--- src/pkg/adcof_regs.vh ---
// Constants for the converter output formatter: register offsets, fields,
// reset values and timing counts. Included by the top design file and the testbench by bare name.
`ifndef ADCOF_REGS_VH
`define ADCOF_REGS_VH
// Register byte offsets on the AXI4-Lite slave.
`define ADCOF_CTRL_ADDR 5'h00
`define ADCOF_STATUS_ADDR 5'h04
`define ADCOF_IRQ_STAT_ADDR 5'h08
`define ADCOF_IRQ_EN_ADDR 5'h0c
`define ADCOF_IRQ_CLR_ADDR 5'h10
`define ADCOF_SAMPLE_ADDR 5'h14
`define ADCOF_ADDR_W 5
// Control register fields.
`define ADCOF_CTRL_MODE_LSB 0
`define ADCOF_CTRL_OE_N_BIT 2
`define ADCOF_CTRL_PDS_BIT 3
`define ADCOF_CTRL_RESET 32'h0000_000c
// Status register fields.
`define ADCOF_ST_TWOS_BIT 0
`define ADCOF_ST_DCS_BIT 1
`define ADCOF_ST_PMODE_LSB 2
`define ADCOF_ST_VALID_BIT 4
`define ADCOF_ST_LOCK_BIT 5
`define ADCOF_ST_PHASE_BIT 6
// Interrupt status bits.
`define ADCOF_IRQ_OVR_BIT 0
`define ADCOF_IRQ_VALID_BIT 1
`define ADCOF_IRQ_W 2
// Power modes.
`define ADCOF_PM_NORMAL 2'h0
`define ADCOF_PM_NAP 2'h1
`define ADCOF_PM_SLEEP 2'h2
// Codes.
`define ADCOF_MIDSCALE 14'h2000
`define ADCOF_FULL_POS 14'h3fff
`define ADCOF_FULL_NEG 14'h0000
// Timing: clock period in ns, recovery figures.
`define ADCOF_CLK_NS 40
`define ADCOF_NAP_CYCLES 100
`define ADCOF_LOCK_CYCLES 100
`define ADCOF_SLEEP_MS 2
`define ADCOF_SLEEP_CYCLES ((`ADCOF_SLEEP_MS * 1000000) / `ADCOF_CLK_NS)
`endif

--- src/design/adcof_top.v ---
// Output formatter and power mode control of a 14-bit sampling converter.
// Assumes raw results arrive as 15-bit signed codes (beyond range = out).
//
// Contract
// - Offset binary, midscale 0x2000, one code per step.
// - Two's complement is offset binary with MSB inverted.
// - Clamp out-of-range input, raise overrange flag.
// - Mode levels 0,1 offset binary; 2,3 two's complement.
// - Stabilizer on at levels 1 and 2 only.
// - Output enable high tri-states data and flag.
// - Power-down select low means normal conversion.
// - Power-down and enable high give sleep mode.
// - Nap keeps reference; valid about 100 cycles later.
// - Sleep and nap tri-state all digital outputs; here only word and flag float, data_valid and irq stay driven.
// - Stabilizer samples rising edge, makes 50% duty.
//
// Local design decisions: the AXI4-Lite register port and the register addresses.
`timescale 1ns/1ps
`include "adcof_regs.vh"
module adcof_top #(
  parameter DW = 14,
  parameter SLEEP_CYCLES = `ADCOF_SLEEP_CYCLES,
  parameter NAP_CYCLES = `ADCOF_NAP_CYCLES,
  parameter LOCK_CYCLES = `ADCOF_LOCK_CYCLES
) (
  input wire ref_clk,
  input wire reset,
  // Conversion source and sample clock.
  input wire sample_clk,
  input wire signed [DW:0] raw_code,
  // Parallel output pins, two signals each; enable low means driving.
  output reg [DW-1:0] sample_word_bits,
  output reg [DW-1:0] sample_word_bits_oe_n,
  output reg overrange_flag,
  output reg overrange_flag_oe_n,
  output reg data_valid,
  output reg irq,
  // AXI4-Lite slave.
  input wire [`ADCOF_ADDR_W-1:0] s_axi_awaddr,
  input wire s_axi_awvalid,
  output reg s_axi_awready,
  input wire [31:0] s_axi_wdata,
  input wire [3:0] s_axi_wstrb,
  input wire s_axi_wvalid,
  output reg s_axi_wready,
  output reg [1:0] s_axi_bresp,
  output reg s_axi_bvalid,
  input wire s_axi_bready,
  input wire [`ADCOF_ADDR_W-1:0] s_axi_araddr,
  input wire s_axi_arvalid,
  output reg s_axi_arready,
  output reg [31:0] s_axi_rdata,
  output reg [1:0] s_axi_rresp,
  output reg s_axi_rvalid,
  input wire s_axi_rready
);
  localparam RW = 24;
  localparam [1:0] RESP_OK = 2'b00;
  localparam [1:0] RESP_ERR = 2'b10;
  // Extremes of the signed raw code at the data width.
  localparam signed [DW:0] MAX_CODE = {2'b00, {(DW-1){1'b1}}};
  localparam signed [DW:0] MIN_CODE = {2'b11, {(DW-1){1'b0}}};

  reg [31:0] ctrl;
  reg [`ADCOF_IRQ_W-1:0] irq_stat;
  reg [`ADCOF_IRQ_W-1:0] irq_en;
  reg [1:0] pmode;
  reg [1:0] next_pmode;
  reg sclk_d;
  reg dcs_phase;
  reg [DW-1:0] last_word;
  reg last_ovr;
  reg valid_d;
  reg rec_sleep;
  reg [DW-1:0] next_word;
  reg next_ovr;
  reg [RW-1:0] rec_len;
  reg [RW-1:0] lock_len;
  reg [31:0] rd_mux;
  reg rd_hit;
  reg aw_held;
  reg w_held;
  reg [`ADCOF_ADDR_W-1:0] aw_addr;
  reg [31:0] w_data;
  reg [3:0] w_strb;
  wire [1:0] mode_lvl;
  wire twos;
  wire dcs_on;
  wire oe_n_pin;
  wire pds;
  wire sample_en;
  wire rec_busy;
  wire lock_busy;
  wire rec_start;
  wire do_write;
  wire ovr_event;
  wire valid_event;

  // Gives the offset binary code of a signed result; MSB flip of two's.
  function [DW-1:0] adcof_offset;
    input signed [DW:0] v;
    begin
      adcof_offset = v[DW-1:0] ^ {1'b1, {(DW-1){1'b0}}};
    end
  endfunction

  // Byte-lane merge for register writes.
  function [31:0] adcof_merge;
    input [31:0] old;
    input [31:0] data;
    input [3:0] strb;
    integer i;
    begin
      adcof_merge = old;
      for (i = 0; i < 4; i = i + 1) begin
        if (strb[i]) begin
          adcof_merge[i*8 +: 8] = data[i*8 +: 8];
        end
      end
    end
  endfunction

  // Mode level and pins come from the control register, as there is no
  // analog level sensing here; level 0..3 stands for ground..supply.
  assign mode_lvl = ctrl[`ADCOF_CTRL_MODE_LSB +: 2];
  assign twos = mode_lvl[1];
  assign dcs_on = mode_lvl[0] ^ mode_lvl[1];
  assign oe_n_pin = ctrl[`ADCOF_CTRL_OE_N_BIT];
  assign pds = ctrl[`ADCOF_CTRL_PDS_BIT];

  // Power mode decode from the two pins.
  always @* begin
    if (!pds) begin
      next_pmode = `ADCOF_PM_NORMAL;
    end else if (oe_n_pin) begin
      next_pmode = `ADCOF_PM_SLEEP;
    end else begin
      next_pmode = `ADCOF_PM_NAP;
    end
  end

  // Sample clock arrives synchronous to ref_clk; a rising edge makes the
  // sample enable. With the stabilizer on only the rising edge counts and
  // an internal phase toggles per edge, giving an even 50% duty.
  always @(posedge ref_clk) begin
    if (reset) begin
      sclk_d <= 1'b0;
      dcs_phase <= 1'b0;
    end else begin
      sclk_d <= sample_clk;
      if (sample_en && dcs_on) begin
        dcs_phase <= ~dcs_phase;
      end
    end
  end
  assign sample_en = sample_clk && !sclk_d && (pmode == `ADCOF_PM_NORMAL);

  // Word and flag formed from one result so they always agree.
  always @* begin
    if (raw_code > MAX_CODE) begin
      next_word = adcof_offset(MAX_CODE);
      next_ovr = 1'b1;
    end else if (raw_code < MIN_CODE) begin
      next_word = adcof_offset(MIN_CODE);
      next_ovr = 1'b1;
    end else begin
      next_word = adcof_offset(raw_code);
      next_ovr = 1'b0;
    end
    if (twos) begin
      next_word[DW-1] = ~next_word[DW-1];
    end
  end

  // Recovery lengths depend on the mode being left; sleep recharges the
  // reference, so it is far longer than a nap.
  always @* begin
    rec_len = {RW{1'b0}};
    if (pmode == `ADCOF_PM_SLEEP) begin
      rec_len = SLEEP_CYCLES[RW-1:0];
    end else if (pmode == `ADCOF_PM_NAP) begin
      rec_len = NAP_CYCLES[RW-1:0];
    end
    lock_len = LOCK_CYCLES[RW-1:0];
  end

  // Sleep recovery counts ref_clk cycles since the sample clock may be
  // slow; nap and lock recovery count sample clock cycles. The mode being
  // left is remembered, as pmode is already normal while counting.
  assign rec_start = pmode != `ADCOF_PM_NORMAL && next_pmode == `ADCOF_PM_NORMAL;
  adcof_recover #(.CW(RW)) u_rec (
    .ref_clk(ref_clk),
    .reset(reset),
    .start(rec_start),
    .length(rec_len),
    .tick(rec_sleep || sample_en),
    .busy(rec_busy)
  );

  // The lock window restarts when a power mode ends with the stabilizer on.
  adcof_recover #(.CW(RW)) u_lock (
    .ref_clk(ref_clk),
    .reset(reset),
    .start(dcs_on && rec_start),
    .length(lock_len),
    .tick(sample_en),
    .busy(lock_busy)
  );

  // Output pins and capture; word and flag change on the same edge.
  always @(posedge ref_clk) begin
    if (reset) begin
      pmode <= `ADCOF_PM_SLEEP; // Matches the control reset, so no false valid.
      rec_sleep <= 1'b0;
      last_word <= `ADCOF_MIDSCALE;
      last_ovr <= 1'b0;
      sample_word_bits <= `ADCOF_MIDSCALE;
      overrange_flag <= 1'b0;
      sample_word_bits_oe_n <= {DW{1'b1}};
      overrange_flag_oe_n <= 1'b1;
      data_valid <= 1'b0;
      valid_d <= 1'b0;
    end else begin
      pmode <= next_pmode;
      if (rec_start) begin
        rec_sleep <= (pmode == `ADCOF_PM_SLEEP);
      end
      if (sample_en) begin
        last_word <= next_word;
        last_ovr <= next_ovr;
        sample_word_bits <= next_word;
        overrange_flag <= next_ovr;
      end
      // Output enable high or any power-down mode floats the word and flag pins.
      sample_word_bits_oe_n <= {DW{oe_n_pin || next_pmode != `ADCOF_PM_NORMAL}};
      overrange_flag_oe_n <= oe_n_pin || next_pmode != `ADCOF_PM_NORMAL;
      data_valid <= pmode == `ADCOF_PM_NORMAL && !rec_busy && !(dcs_on && lock_busy);
      valid_d <= data_valid;
    end
  end

  assign ovr_event = sample_en && next_ovr;
  assign valid_event = data_valid && !valid_d;

  // AXI4-Lite write: address and data taken in either order, then answer.
  assign do_write = aw_held && w_held && !s_axi_bvalid;
  always @(posedge ref_clk) begin
    if (reset) begin
      s_axi_awready <= 1'b1;
      s_axi_wready <= 1'b1;
      s_axi_bvalid <= 1'b0;
      s_axi_bresp <= RESP_OK;
      aw_held <= 1'b0;
      w_held <= 1'b0;
      aw_addr <= {`ADCOF_ADDR_W{1'b0}};
      w_data <= 32'h0000_0000;
      w_strb <= 4'h0;
      ctrl <= `ADCOF_CTRL_RESET;
      irq_en <= {`ADCOF_IRQ_W{1'b0}};
      irq_stat <= {`ADCOF_IRQ_W{1'b0}};
      irq <= 1'b0;
    end else begin
      if (s_axi_awvalid && s_axi_awready) begin
        aw_addr <= s_axi_awaddr;
        aw_held <= 1'b1;
        s_axi_awready <= 1'b0;
      end
      if (s_axi_wvalid && s_axi_wready) begin
        w_data <= s_axi_wdata;
        w_strb <= s_axi_wstrb;
        w_held <= 1'b1;
        s_axi_wready <= 1'b0;
      end
      // Clearing goes first so that a same-cycle event still sets.
      if (do_write) begin
        s_axi_bvalid <= 1'b1;
        s_axi_bresp <= RESP_OK;
        aw_held <= 1'b0;
        w_held <= 1'b0;
        case (aw_addr)
          `ADCOF_CTRL_ADDR: begin
            ctrl <= adcof_merge(ctrl, w_data, w_strb) & 32'h0000_000f;
          end
          `ADCOF_IRQ_EN_ADDR: begin
            irq_en <= w_strb[0] ? w_data[`ADCOF_IRQ_W-1:0] : irq_en;
          end
          `ADCOF_IRQ_CLR_ADDR: begin
            irq_stat <= (w_strb[0] ? irq_stat & ~w_data[`ADCOF_IRQ_W-1:0] : irq_stat)
              | {valid_event, ovr_event};
          end
          `ADCOF_STATUS_ADDR, `ADCOF_IRQ_STAT_ADDR, `ADCOF_SAMPLE_ADDR: begin
            s_axi_bresp <= RESP_OK;
          end
          default: begin
            s_axi_bresp <= RESP_ERR;
          end
        endcase
      end
      if (!(do_write && aw_addr == `ADCOF_IRQ_CLR_ADDR)) begin
        irq_stat <= irq_stat | {valid_event, ovr_event};
      end
      if (s_axi_bvalid && s_axi_bready) begin
        s_axi_bvalid <= 1'b0;
        s_axi_awready <= 1'b1;
        s_axi_wready <= 1'b1;
      end
      irq <= |(irq_stat & irq_en);
    end
  end

  // Read decode of registers showing the block's own state.
  always @* begin
    rd_mux = 32'h0000_0000;
    rd_hit = 1'b1;
    case (s_axi_araddr)
      `ADCOF_CTRL_ADDR: rd_mux = ctrl;
      `ADCOF_STATUS_ADDR: begin
        rd_mux[`ADCOF_ST_TWOS_BIT] = twos;
        rd_mux[`ADCOF_ST_DCS_BIT] = dcs_on;
        rd_mux[`ADCOF_ST_PMODE_LSB +: 2] = pmode;
        rd_mux[`ADCOF_ST_VALID_BIT] = data_valid;
        rd_mux[`ADCOF_ST_LOCK_BIT] = dcs_on && !lock_busy;
        rd_mux[`ADCOF_ST_PHASE_BIT] = dcs_phase;
      end
      `ADCOF_IRQ_STAT_ADDR: rd_mux[`ADCOF_IRQ_W-1:0] = irq_stat;
      `ADCOF_IRQ_EN_ADDR: rd_mux[`ADCOF_IRQ_W-1:0] = irq_en;
      `ADCOF_IRQ_CLR_ADDR: rd_mux = 32'h0000_0000;
      `ADCOF_SAMPLE_ADDR: rd_mux = {15'h0000, last_ovr, 2'h0, last_word};
      default: rd_hit = 1'b0;
    endcase
  end

  // AXI4-Lite read: one read at a time, answer the cycle after the take.
  always @(posedge ref_clk) begin
    if (reset) begin
      s_axi_arready <= 1'b1;
      s_axi_rvalid <= 1'b0;
      s_axi_rdata <= 32'h0000_0000;
      s_axi_rresp <= RESP_OK;
    end else begin
      if (s_axi_arvalid && s_axi_arready) begin
        s_axi_arready <= 1'b0;
        s_axi_rvalid <= 1'b1;
        s_axi_rdata <= rd_mux;
        s_axi_rresp <= rd_hit ? RESP_OK : RESP_ERR;
      end else if (s_axi_rvalid && s_axi_rready) begin
        s_axi_rvalid <= 1'b0;
        s_axi_arready <= 1'b1;
      end
    end
  end
endmodule // adcof_top

--- src/design/adcof_recover.v ---
// Recovery timer: counts tick pulses (sample enables, or ref_clk cycles after sleep) after a power mode ends.
// Assumes one clock; sample_en is a one-cycle pulse per conversion.
`timescale 1ns/1ps
module adcof_recover #(
  parameter CW = 16
) (
  input wire ref_clk,
  input wire reset,
  input wire start,
  input wire [CW-1:0] length,
  input wire tick,
  output reg busy
);
  reg [CW-1:0] count;

  // A start reloads the count; busy falls after the given number of ticks.
  always @(posedge ref_clk) begin
    if (reset) begin
      count <= {CW{1'b0}};
      busy <= 1'b0;
    end else if (start) begin
      count <= length;
      busy <= (length != {CW{1'b0}});
    end else if (busy && tick) begin
      count <= count - {{(CW-1){1'b0}}, 1'b1};
      busy <= (count != {{(CW-1){1'b0}}, 1'b1});
    end
  end
endmodule // adcof_recover

--- config.mk ---
export PLATFORM = sky130hd
export DESIGN_NAME = adcof_top
export DESIGN_NICKNAME = d
export VERILOG_FILES = /design/src/design/adcof_top.v /design/src/design/adcof_recover.v
export VERILOG_INCLUDE_DIRS = /design/src /design/src/pkg
export SDC_FILE = /design/constraint.sdc
export NUM_CORES = 1
export LEC_CHECK = 0
export BUFFER_PORTS_ARGS = -buffer_cell sky130_fd_sc_hd__buf_2
export CORE_ASPECT_RATIO = 0.6
export CORE_MARGIN = 4
export CORE_UTILIZATION = 53
export DETAILED_ROUTE_END_ITERATION = 12
export GPL_TIMING_DRIVEN = 0
export MAX_ROUTING_LAYER = met4
export PLACE_DENSITY = 0.76
export SYNTH_ARGS = -nofsm -noshare
export SYNTH_HDL_FRONTEND = slang
export SYNTH_SLANG_ARGS = --single-unit
export TNS_END_PERCENT = 100
--- constraint.sdc ---
create_clock -name ref_clk -period 2.43 [get_ports ref_clk]
set_clock_uncertainty 0.2 [all_clocks]
set_input_delay 0.6075 -clock ref_clk [delete_from_list [all_inputs] [get_ports ref_clk]]
set_output_delay 0.6075 -clock ref_clk [all_outputs]
set_load 0.1 [all_outputs]
==> results.toml, run 1 <==
[outcome]
outcome = "finished, final reports clean"

[setup_path]
cp.arrival_ns = 2.51
r2r_slack_ns = 0.05
crit_type = "reg -> reg"
path_cells = "or4_4 -> or4_4 -> or4_4 -> a21oi_2"
start_kind = "flip-flop"
worstReg2RegStart = "u_rec.count[2]"
worstPathMaxFanout = 6
crit_slowest_cell = "or4_4"
cp.required_ns = 2.56
cp-end-kind = "flip-flop"
reg2regPathDepth = 4
r2r_end = "u_rec.count[13]"
cp_slowest_stage_delay_ns = 0.55
crit_top_cell = "or4_4"

[global_route]
grt_pass1_vias = 4827
grt.overflow.total = 0
grt_pass1_wl_um = 24200
grt_max_degree = 17
grt_antenna_before_repair = 0
track_usage = 0.269

[place]
dp_hpwl_um = 11200
place_ws_ns = -0.189
post-place-cells = 867
globalplace.congestion = 0.919
port_buffers = 89

[synth]
synth.distinct_cells = 54
yosysTopAreaCellShare = 0.436
yosysMostFrequentCell = "dfxtp_1"
synth_top_area_cell = "dfxtp_1"
netlist_instances = 625
synthArstFlopShare = 0
synth.yosys.seq_area_share = 0.436
synth_edf_count = 0
synthFlopType = "dfxtp_1"
synth_area_leaders = "dfxtp_1 44%, a21oi_1 7.6%, buf_4 4.7%, o21ai_0 3.8%, nand2_1 3.1%"
syn_area_um2 = 5330
yosysWarnings = 0
syn_avg_cell_area_um2 = 8.52
synth_commonest_cells = "116 x dfxtp_1, 81 x a21oi_1, 44 x nand2_1, 44 x nor2_1, 40 x o21ai_0"
ys_seq_elements = 116

[cells_and_area]
regArea_um2 = 2330
final_layout_size_suffix_gt1_frac = 0.237
multi_input_area_um2 = 2690
layout.cells.non_filler = 900
antenna_cells = 0
fillers = 794
synthToLayoutAreaGrowth_pct = 27.5
final_nets = 828
fin_util = 0.690

[drt]
vias_per_cell = 5.85
drcViolationCount = 0
first_pass_iters = 5
totalWireLength_um = 15400
drt-initial-drc-count = 441
via_count = 5266
ant_nets = 0
wl_per_cell_um = 17.1

[timing]
slew_headroom = 0.319
fmax_ghz = 0.420
finalSetupViolCount = 0
whs_ns = 0.252
period_minus_slack_ns = 2.38
setup_ws_ns = 0.0516
slew_violations = 0
finalHoldViolCount = 0
worst_pin_slew_ns = 1.01
period_share = 0.979

[floorplan]
row_count = 28
ioPinCount = 142
initial_core_util = 0.541
die_h_um = 85.7
core-area_um2 = 9840
dieArea_um2 = 11800
fp.dieW_um = 137

[clock_tree]
h-tree-depth = 4
cts_root_buf = "clkbuf_16"
cts_sinks = 116
clk_pin_slew_ns = 0.05
ctsHoldBuffers = 0
cts_buffers = 17
clk_latency_ns = 0.41
clock_path_buffers = 2
cts_tree = "done"

[power]
peakVddDrop_mv = 0.630
power_density_nw_per_um2 = 775
p_leak_uw = 0.00282

[hold_path]
whs_endpoint = "w_data[2]"
hp-class = "in -> reg"
whs_path_depth = 3
min_from = "s_axi_wdata[2]"

[job]
cap_violations = 0
[how the worst max path moves through the flow]
stage | startpoint | to | slack [ns] | cells past startpoint
after floorplan | overrange_flag_oe_n | sample_word_bits_oe_n[0] | 0.03 | 1
after global placement | sample_clk | last_word[11] | -0.10 | 6
after detailed placement | sample_clk | last_word[11] | -0.19 | 6
after CTS | u_rec.count[2] | u_rec.count[13] | 0.02 | 4
after global routing | pmode[0] | u_rec.count[15] | -0.009 | 8
final | u_rec.count[2] | u_rec.count[13] | 0.05 | 4
[flip-flops by register name (all words and copies together) (netlist names), 2 cells and up]
signal and flops:
aw_addr 5, ctrl 4, irq_en 2, irq_stat 2, last_word 14, pmode 2, s_axi_rdata 15, u_lock.count 24
u_rec.count 24, w_data 4
[power by group]
group	leakage (µW)	internal (µW)	switching [µW]
Combinational	0.00155	98.9	365
Clock	0.000334	2000	848
Sequential	0.000940	1930	25.3
[critical path: cells and delay by family, from the launching register on]
| family | cells | cell delay (ns) |
|---|---|---|
| flops | 1 | 0.37 |
| compound gates | 1 | 0.15 |
| simple gates | 3 | 1.58 |
[routing by layer]
layer	vias up	global-route usage	wire, µm
li1	2482	-	-
met1	2486	0.371	7210
met2	266	0.395	6740
met3	32	0.0580	1190
met4	0	0.0861	256
met5	-	-	0
[cell usage in the layout, fill, tap and decap left out, drive strengths merged, types with 14 or more instances in the layout]
cell type  count
buf          124
dfxtp        116
a21oi         81
clkbuf        52
nand2         44
nor2          44
o21ai         40
or4           21
inv           19
conb          19
nand3         17
or3           16
o31ai         14
xor2          14
[through the flow]
| stage | instance area [µm²] | power, µW | setup TNS (ns) |
|---|---|---|---|
| after floorplan | 5400 | 2350 | 0 |
| after global placement | 6010 | 2440 | -1.45 |
| after detailed placement | 6010 | 2450 | -3.60 |
| after CTS | 6740 | 5280 | 0 |
| after global routing | 6790 | 5420 | -0.00858 |
| final | 6790 | 5270 | 0 |
[cell families (layout without fill, tap and decap cells)]
group	Yosys count	in the layout	synth area share
and+or+nand+nor	207	207	0.209
AOI/OAI and AO/OA	178	178	0.197
DFF	116	116	0.436
buffers and inverters	83	205	0.0817
xor gates and xnor gates	18	18	0.0296
muxes	15	15	0.0291
adders and majority gates	7	7	0.0164
other	1	19	0.000704
[what timing repair did]
item	CTS	global route
endpoints found under the setup margin	44	20
buffers inserted	0	1
pin swaps	0	2
resized for setup	23	13
[final cells by class]
cell class / instances / area share
Sequential cell: 116 / 0.343
Timing Repair Buffer: 90 / 0.0718
Multi-Input combinational cell: 444 / 0.396
Tap cell: 135 / 0.0249
Buffer: 64 / 0.0549
Clock buffer: 22 / 0.0698
Clock inverter: 10 / 0.0295
Inverter: 19 / 0.0105
No activity file was read; power rests on OpenSTA's default activity.
==> run 2, diff against run 1 <==
BUFFER_PORTS_ARGS = default   (was -buffer_cell sky130_fd_sc_hd__buf_2)
CORE_UTILIZATION = 63   (was 53)
DONT_BUFFER_PORTS = 1   (was default)
PLACE_DENSITY = 0.75   (was 0.76)
==> results.toml, run 2 (synthesis gave the netlist of run 1 again) <==
[setup_path]
path_cells = "or4_1 -> or4_4 -> or4_1 -> a21oi_1"
crit_type = "reg -> reg"
crit_top_cell = "or4_1"
cp.arrival_ns = 2.52
cp-end-kind = "flip-flop"
critPathTopFamily = "simple AND/OR/NAND/NOR gates"
worstPathMaxFanout = 6
crit_slowest_cell = "or4_1"
cp_slowest_stage_delay_ns = 0.59
cp.required_ns = 2.57
critPathBufInv = 0
start_kind = "flip-flop"

[timing]
slew_violations = 0
slew_headroom = 0.208
period_share = 0.981
setup_ws_ns = 0.0473
period_minus_slack_ns = 2.38
finalHoldViolCount = 0
rsz0062_at_grt = "false"
fmax_ghz = 0.420
finalSetupViolCount = 0
worst_pin_slew_ns = 1.19

[drt]
wl_met1_um = 6860
top_layer_used = "met4"
dr_wl_met3_um = 1830
totalWireLength_um = 15900
via_count = 5022
ant_nets = 0
wl_per_cell_um = 20.3
vias_per_cell = 6.41
drt-initial-drc-count = 542
wl_met2_um = 6940
drcViolationCount = 0
first_pass_iters = 5

[clock_tree]
clock_path_buffers = 2
cts_sinks = 116
cts_tree = "done"
cts_root_buf = "clkbuf_16"
clk_pin_slew_ns = 0.06
h-tree-depth = 4
cts_buffers = 17
clk_latency_ns = 0.41
ctsHoldBuffers = 0

[floorplan]
core-area_um2 = 8040
row_count = 25
ioPinCount = 142
die_h_um = 79.2
dieArea_um2 = 10000
fp.dieW_um = 127
initial_core_util = 0.663

[cells_and_area]
final_nets = 740
multi_input_area_um2 = 2690
reg_top3 = "u_lock.count x24, u_rec.count x24, s_axi_rdata x15"
final_layout_size_suffix_gt1_frac = 0.139
layout.cells.non_filler = 784
layout_common_cells = "114 x dfxtp_1, 81 x a21oi_1, 44 x nand2_1"
fillers = 558
final_common_cell = "dfxtp_1"
regArea_um2 = 2330
synthToLayoutAreaGrowth_pct = 17.1
antenna_cells = 0

[global_route]
grt_pass1_vias = 4771
track_usage = 0.331
grt_pass1_wl_um = 25200
grt_antenna_before_repair = 0
grt_max_degree = 17
grt.overflow.total = 0

[place]
globalplace.congestion = 0.951
place_ws_ns = -0.239
dp_hpwl_um = 11000
post-place-cells = 751
port_buffers = 0

[job]
cap_violations = 0

[power]
peakVddDrop_mv = 0.543
p_leak_uw = 0.00239
power_density_nw_per_um2 = 802

[hold_path]
hp-class = "in -> reg"

[outcome]
outcome = "finished, final reports clean"
-- run 2: cell count changes in the layout (fill, tap and decap cells not counted), sizes merged --
cell | previous run | this run
buf | 124 | 37
bufinv | 6 | 4
clkbuf | 52 | 50
clkinvlp | 0 | 2
-- run 2: report_power, final --
part | switching [µW] | total [µW] | internal [µW]
combinational | 254 | 326 | 72.0
sequential | 128 | 2060 | 1930
clock | 862 | 2620 | 1750
total | 1240 | 5000 | 3760
-- run 2: worst reg2reg max path, cell delays in order, from the launching register on --
cell and delay (ns):
dfxtp_1 0.38, or4_1 0.59, or4_4 0.52, or4_1 0.47, a21oi_1 0.14
-- run 2: area by class of cell --
type / count / area share
Sequential cell: 116 / 0.374
Buffer: 64 / 0.0604
Inverter: 19 / 0.0114
Clock buffer: 21 / 0.0738
Clock inverter: 10 / 0.0249
Timing Repair Buffer: 2 / 0.00241
Tap cell: 108 / 0.0217
Multi-Input combinational cell: 444 / 0.432
-- run 2: routing by layer --
metal,vias up,track usage
li1,2310,-
met1,2383,0.439
met2,295,0.488
met3,34,0.0867
met4,0,0.122
met5,-,-
-- run 2: stage by stage --
stage / total power [µW] / area [µm²] / utilization / hold WS [ns] / TNS [ns]
floorplan: 2350 / 5400 / - / 0.232 / 0
global placement: 2400 / 5530 / 0.688 / 0.248 / -2.97
detailed placement: 2410 / 5530 / 0.688 / 0.259 / -5.78
CTS: 4990 / 6190 / 0.770 / 0.0883 / 0
global route: 5120 / 6240 / 0.776 / 0.125 / 0
finish: 5000 / 6240 / 0.776 / 0.0960 / 0
-- run 2: timing repair --
| action | 4_1_cts | 5_1_grt |
|---|---|---|
| endpoints found under the setup margin | 69 | 33 |
| gates resized for setup | 14 | 14 |
| pin swaps | 0 | 1 |
| setup buffers | 1 | 1 |
-- run 2: final timing paths --
kind / start / cells past startpoint / to / slack (ns)
setup / recovery: u_rec.count[2] / 4 / u_rec.count[13] / 0.05
hold / removal: s_axi_awvalid / 1 / s_axi_awready / 0.1
hold reg to reg: u_rec.count[23] / 2 / u_rec.count[23] / 0.27
setup reg to reg: u_rec.count[2] / 4 / u_rec.count[13] / 0.05
==> run 3, diff against run 2 <==
CORE_ASPECT_RATIO = default   (was 0.6)
==> results.toml, run 3 (synthesis gave the netlist of run 1 again) <==
[timing]
worst_pin_slew_ns = 1.08
finalSetupViolCount = 0
period_share = 0.974
finalSetupTns_ns = 0
slew_headroom = 0.282
period_minus_slack_ns = 2.37
whs_ns = 0.0354
slew_violations = 0
finalHoldViolCount = 0
fmax_ghz = 0.422

[cells_and_area]
reg_top3 = "u_lock.count x24, u_rec.count x24, s_axi_rdata x15"
layout.cells.non_filler = 782
final_common_cell = "dfxtp_1"
final_nets = 740
fin_util = 0.751
layout_common_cells = "111 x dfxtp_1, 80 x a21oi_1, 44 x nand2_1"
fillers = 610
multi_input_area_um2 = 2700
antenna_cells = 0
synthToLayoutAreaGrowth_pct = 15.8
final_layout_size_suffix_gt1_frac = 0.143
regArea_um2 = 2330

[global_route]
track_usage = 0.277
grt_max_degree = 17
grt_pass1_vias = 4577
grt_pass1_wl_um = 21700
grt.overflow.total = 0
grt_antenna_before_repair = 0

[floorplan]
dieArea_um2 = 9990
row_count = 33
core-area_um2 = 8220
ioPinCount = 142
initial_core_util = 0.648
die_h_um = 100
fp.dieW_um = 100

[place]
dp_hpwl_um = 9030
globalplace.congestion = 0.833
post-place-cells = 748
port_buffers = 0

[clock_tree]
cts_sinks = 116
clk_pin_slew_ns = 0.06
cts_root_buf = "clkbuf_8"
clk_latency_ns = 0.51
h-tree-depth = 4
clock_path_buffers = 2
cts_buffers = 17
cts_tree = "done"

[setup_path]
start_kind = "flip-flop"
path_cells = "or4_4 -> or4_4 -> or4_1 -> a21oi_2"
cp-end-kind = "flip-flop"
cp.arrival_ns = 2.61
crit_type = "reg -> reg"
crit_top_cell = "or4_4"
cp.required_ns = 2.67
crit_slowest_cell = "or4_4"
worstPathMaxFanout = 5
cp_slowest_stage_delay_ns = 0.56

[power]
power_frac_seq = 0.448
peakVddDrop_mv = 0.599
p_leak_uw = 0.00235
power_density_nw_per_um2 = 744
clkPwrFrac = 0.483
internal_power_uw = 3340
p_switching_uw = 1250
switching_share = 0.273
p_comb_frac = 0.068

[hold_path]
hp-class = "in -> reg"

[drt]
totalWireLength_um = 13500
drcViolationCount = 0
drt-initial-drc-count = 226
ant_nets = 0
via_count = 4776
first_pass_iters = 5
vias_per_cell = 6.11
wl_per_cell_um = 17.2

[outcome]
outcome = "finished, final reports clean"

[job]
cap_violations = 0
-- run 3: changes by cell type in the layout (fill, tap and decap cells not counted), moves of 3 or more --
cell       previous run  this run
bufinv_16             4         0
clkinv_4              0         4
dfxtp_1             114       111
dfxtp_2               0         3
-- run 3: power by group through the flow --
| stage | Combinational, µW | Clock, µW | Sequential [µW] |
|---|---|---|---|
| 3_5_place_dp | 303 | 0 | 2100 |
| 4_1_cts | 307 | 2220 | 2060 |
| 6_report | 314 | 2220 | 2060 |
| 3_3_place_gp | 299 | 0 | 2090 |
| 2_1_floorplan | 266 | 0 | 2090 |
| 5_1_grt | 340 | 2330 | 2060 |
-- run 3: final cells by class --
| type | instances | share of cell area |
|---|---|---|
| repair buffers | 2 | 0.00284 |
| clock buffers | 21 | 0.0745 |
| well taps | 105 | 0.0213 |
| flip-flops and latches | 116 | 0.378 |
| plain buffers | 64 | 0.0607 |
| multi-input cells | 444 | 0.438 |
| inverters | 19 | 0.0116 |
| clock inverters | 11 | 0.0128 |
-- run 3: worst paths after layout --
kind / start / cells past startpoint / slack (ns) / endpoint
setup reg to reg: u_rec.count[3] / 4 / 0.06 / u_rec.count[13]
hold / removal: sample_clk / 1 / 0.04 / sclk_d
hold reg to reg: w_strb[0] / 2 / 0.27 / w_strb[0]
setup / recovery: u_rec.count[3] / 4 / 0.06 / u_rec.count[13]
-- run 3: metrics by stage --
| step | power (µW) | worst slack (ns) | instance area (µm²) |
|---|---|---|---|
| 2_1_floorplan | 2350 | 0.0327 | 5400 |
| 3_3_place_gp | 2390 | -0.128 | 5530 |
| 3_5_place_dp | 2400 | -0.223 | 5530 |
| 4_1_cts | 4590 | 0.0122 | 6100 |
| 5_1_grt | 4730 | -0.0444 | 6170 |
| 6_report | 4590 | 0.0623 | 6170 |
-- run 3: critical path: cells and delay by family, from the launching register on --
kind             cells  cell delay [ns]
flip-flops           1             0.38
AO/OA/AOI/OAI        1             0.15
AND/OR/NAND/NOR      3             1.57
-- run 3: what timing repair did --
item | 4_1_cts | 5_1_grt
hold endpoints to repair | 1 | 0
setup buffers | 0 | 1
cloned | 0 | 0
setup endpoints to repair | 51 | 39
gates resized for setup | 9 | 20
hold buffers | 1 | 0
-- run 3: metal layers --
layer	wire, µm	up-vias	global-route usage
met3	1130	27	0.0632
met4	311	0	0.114
met2	6410	208	0.439
met5	0	-	-
li1	-	2303	-
met1	5600	2238	0.340
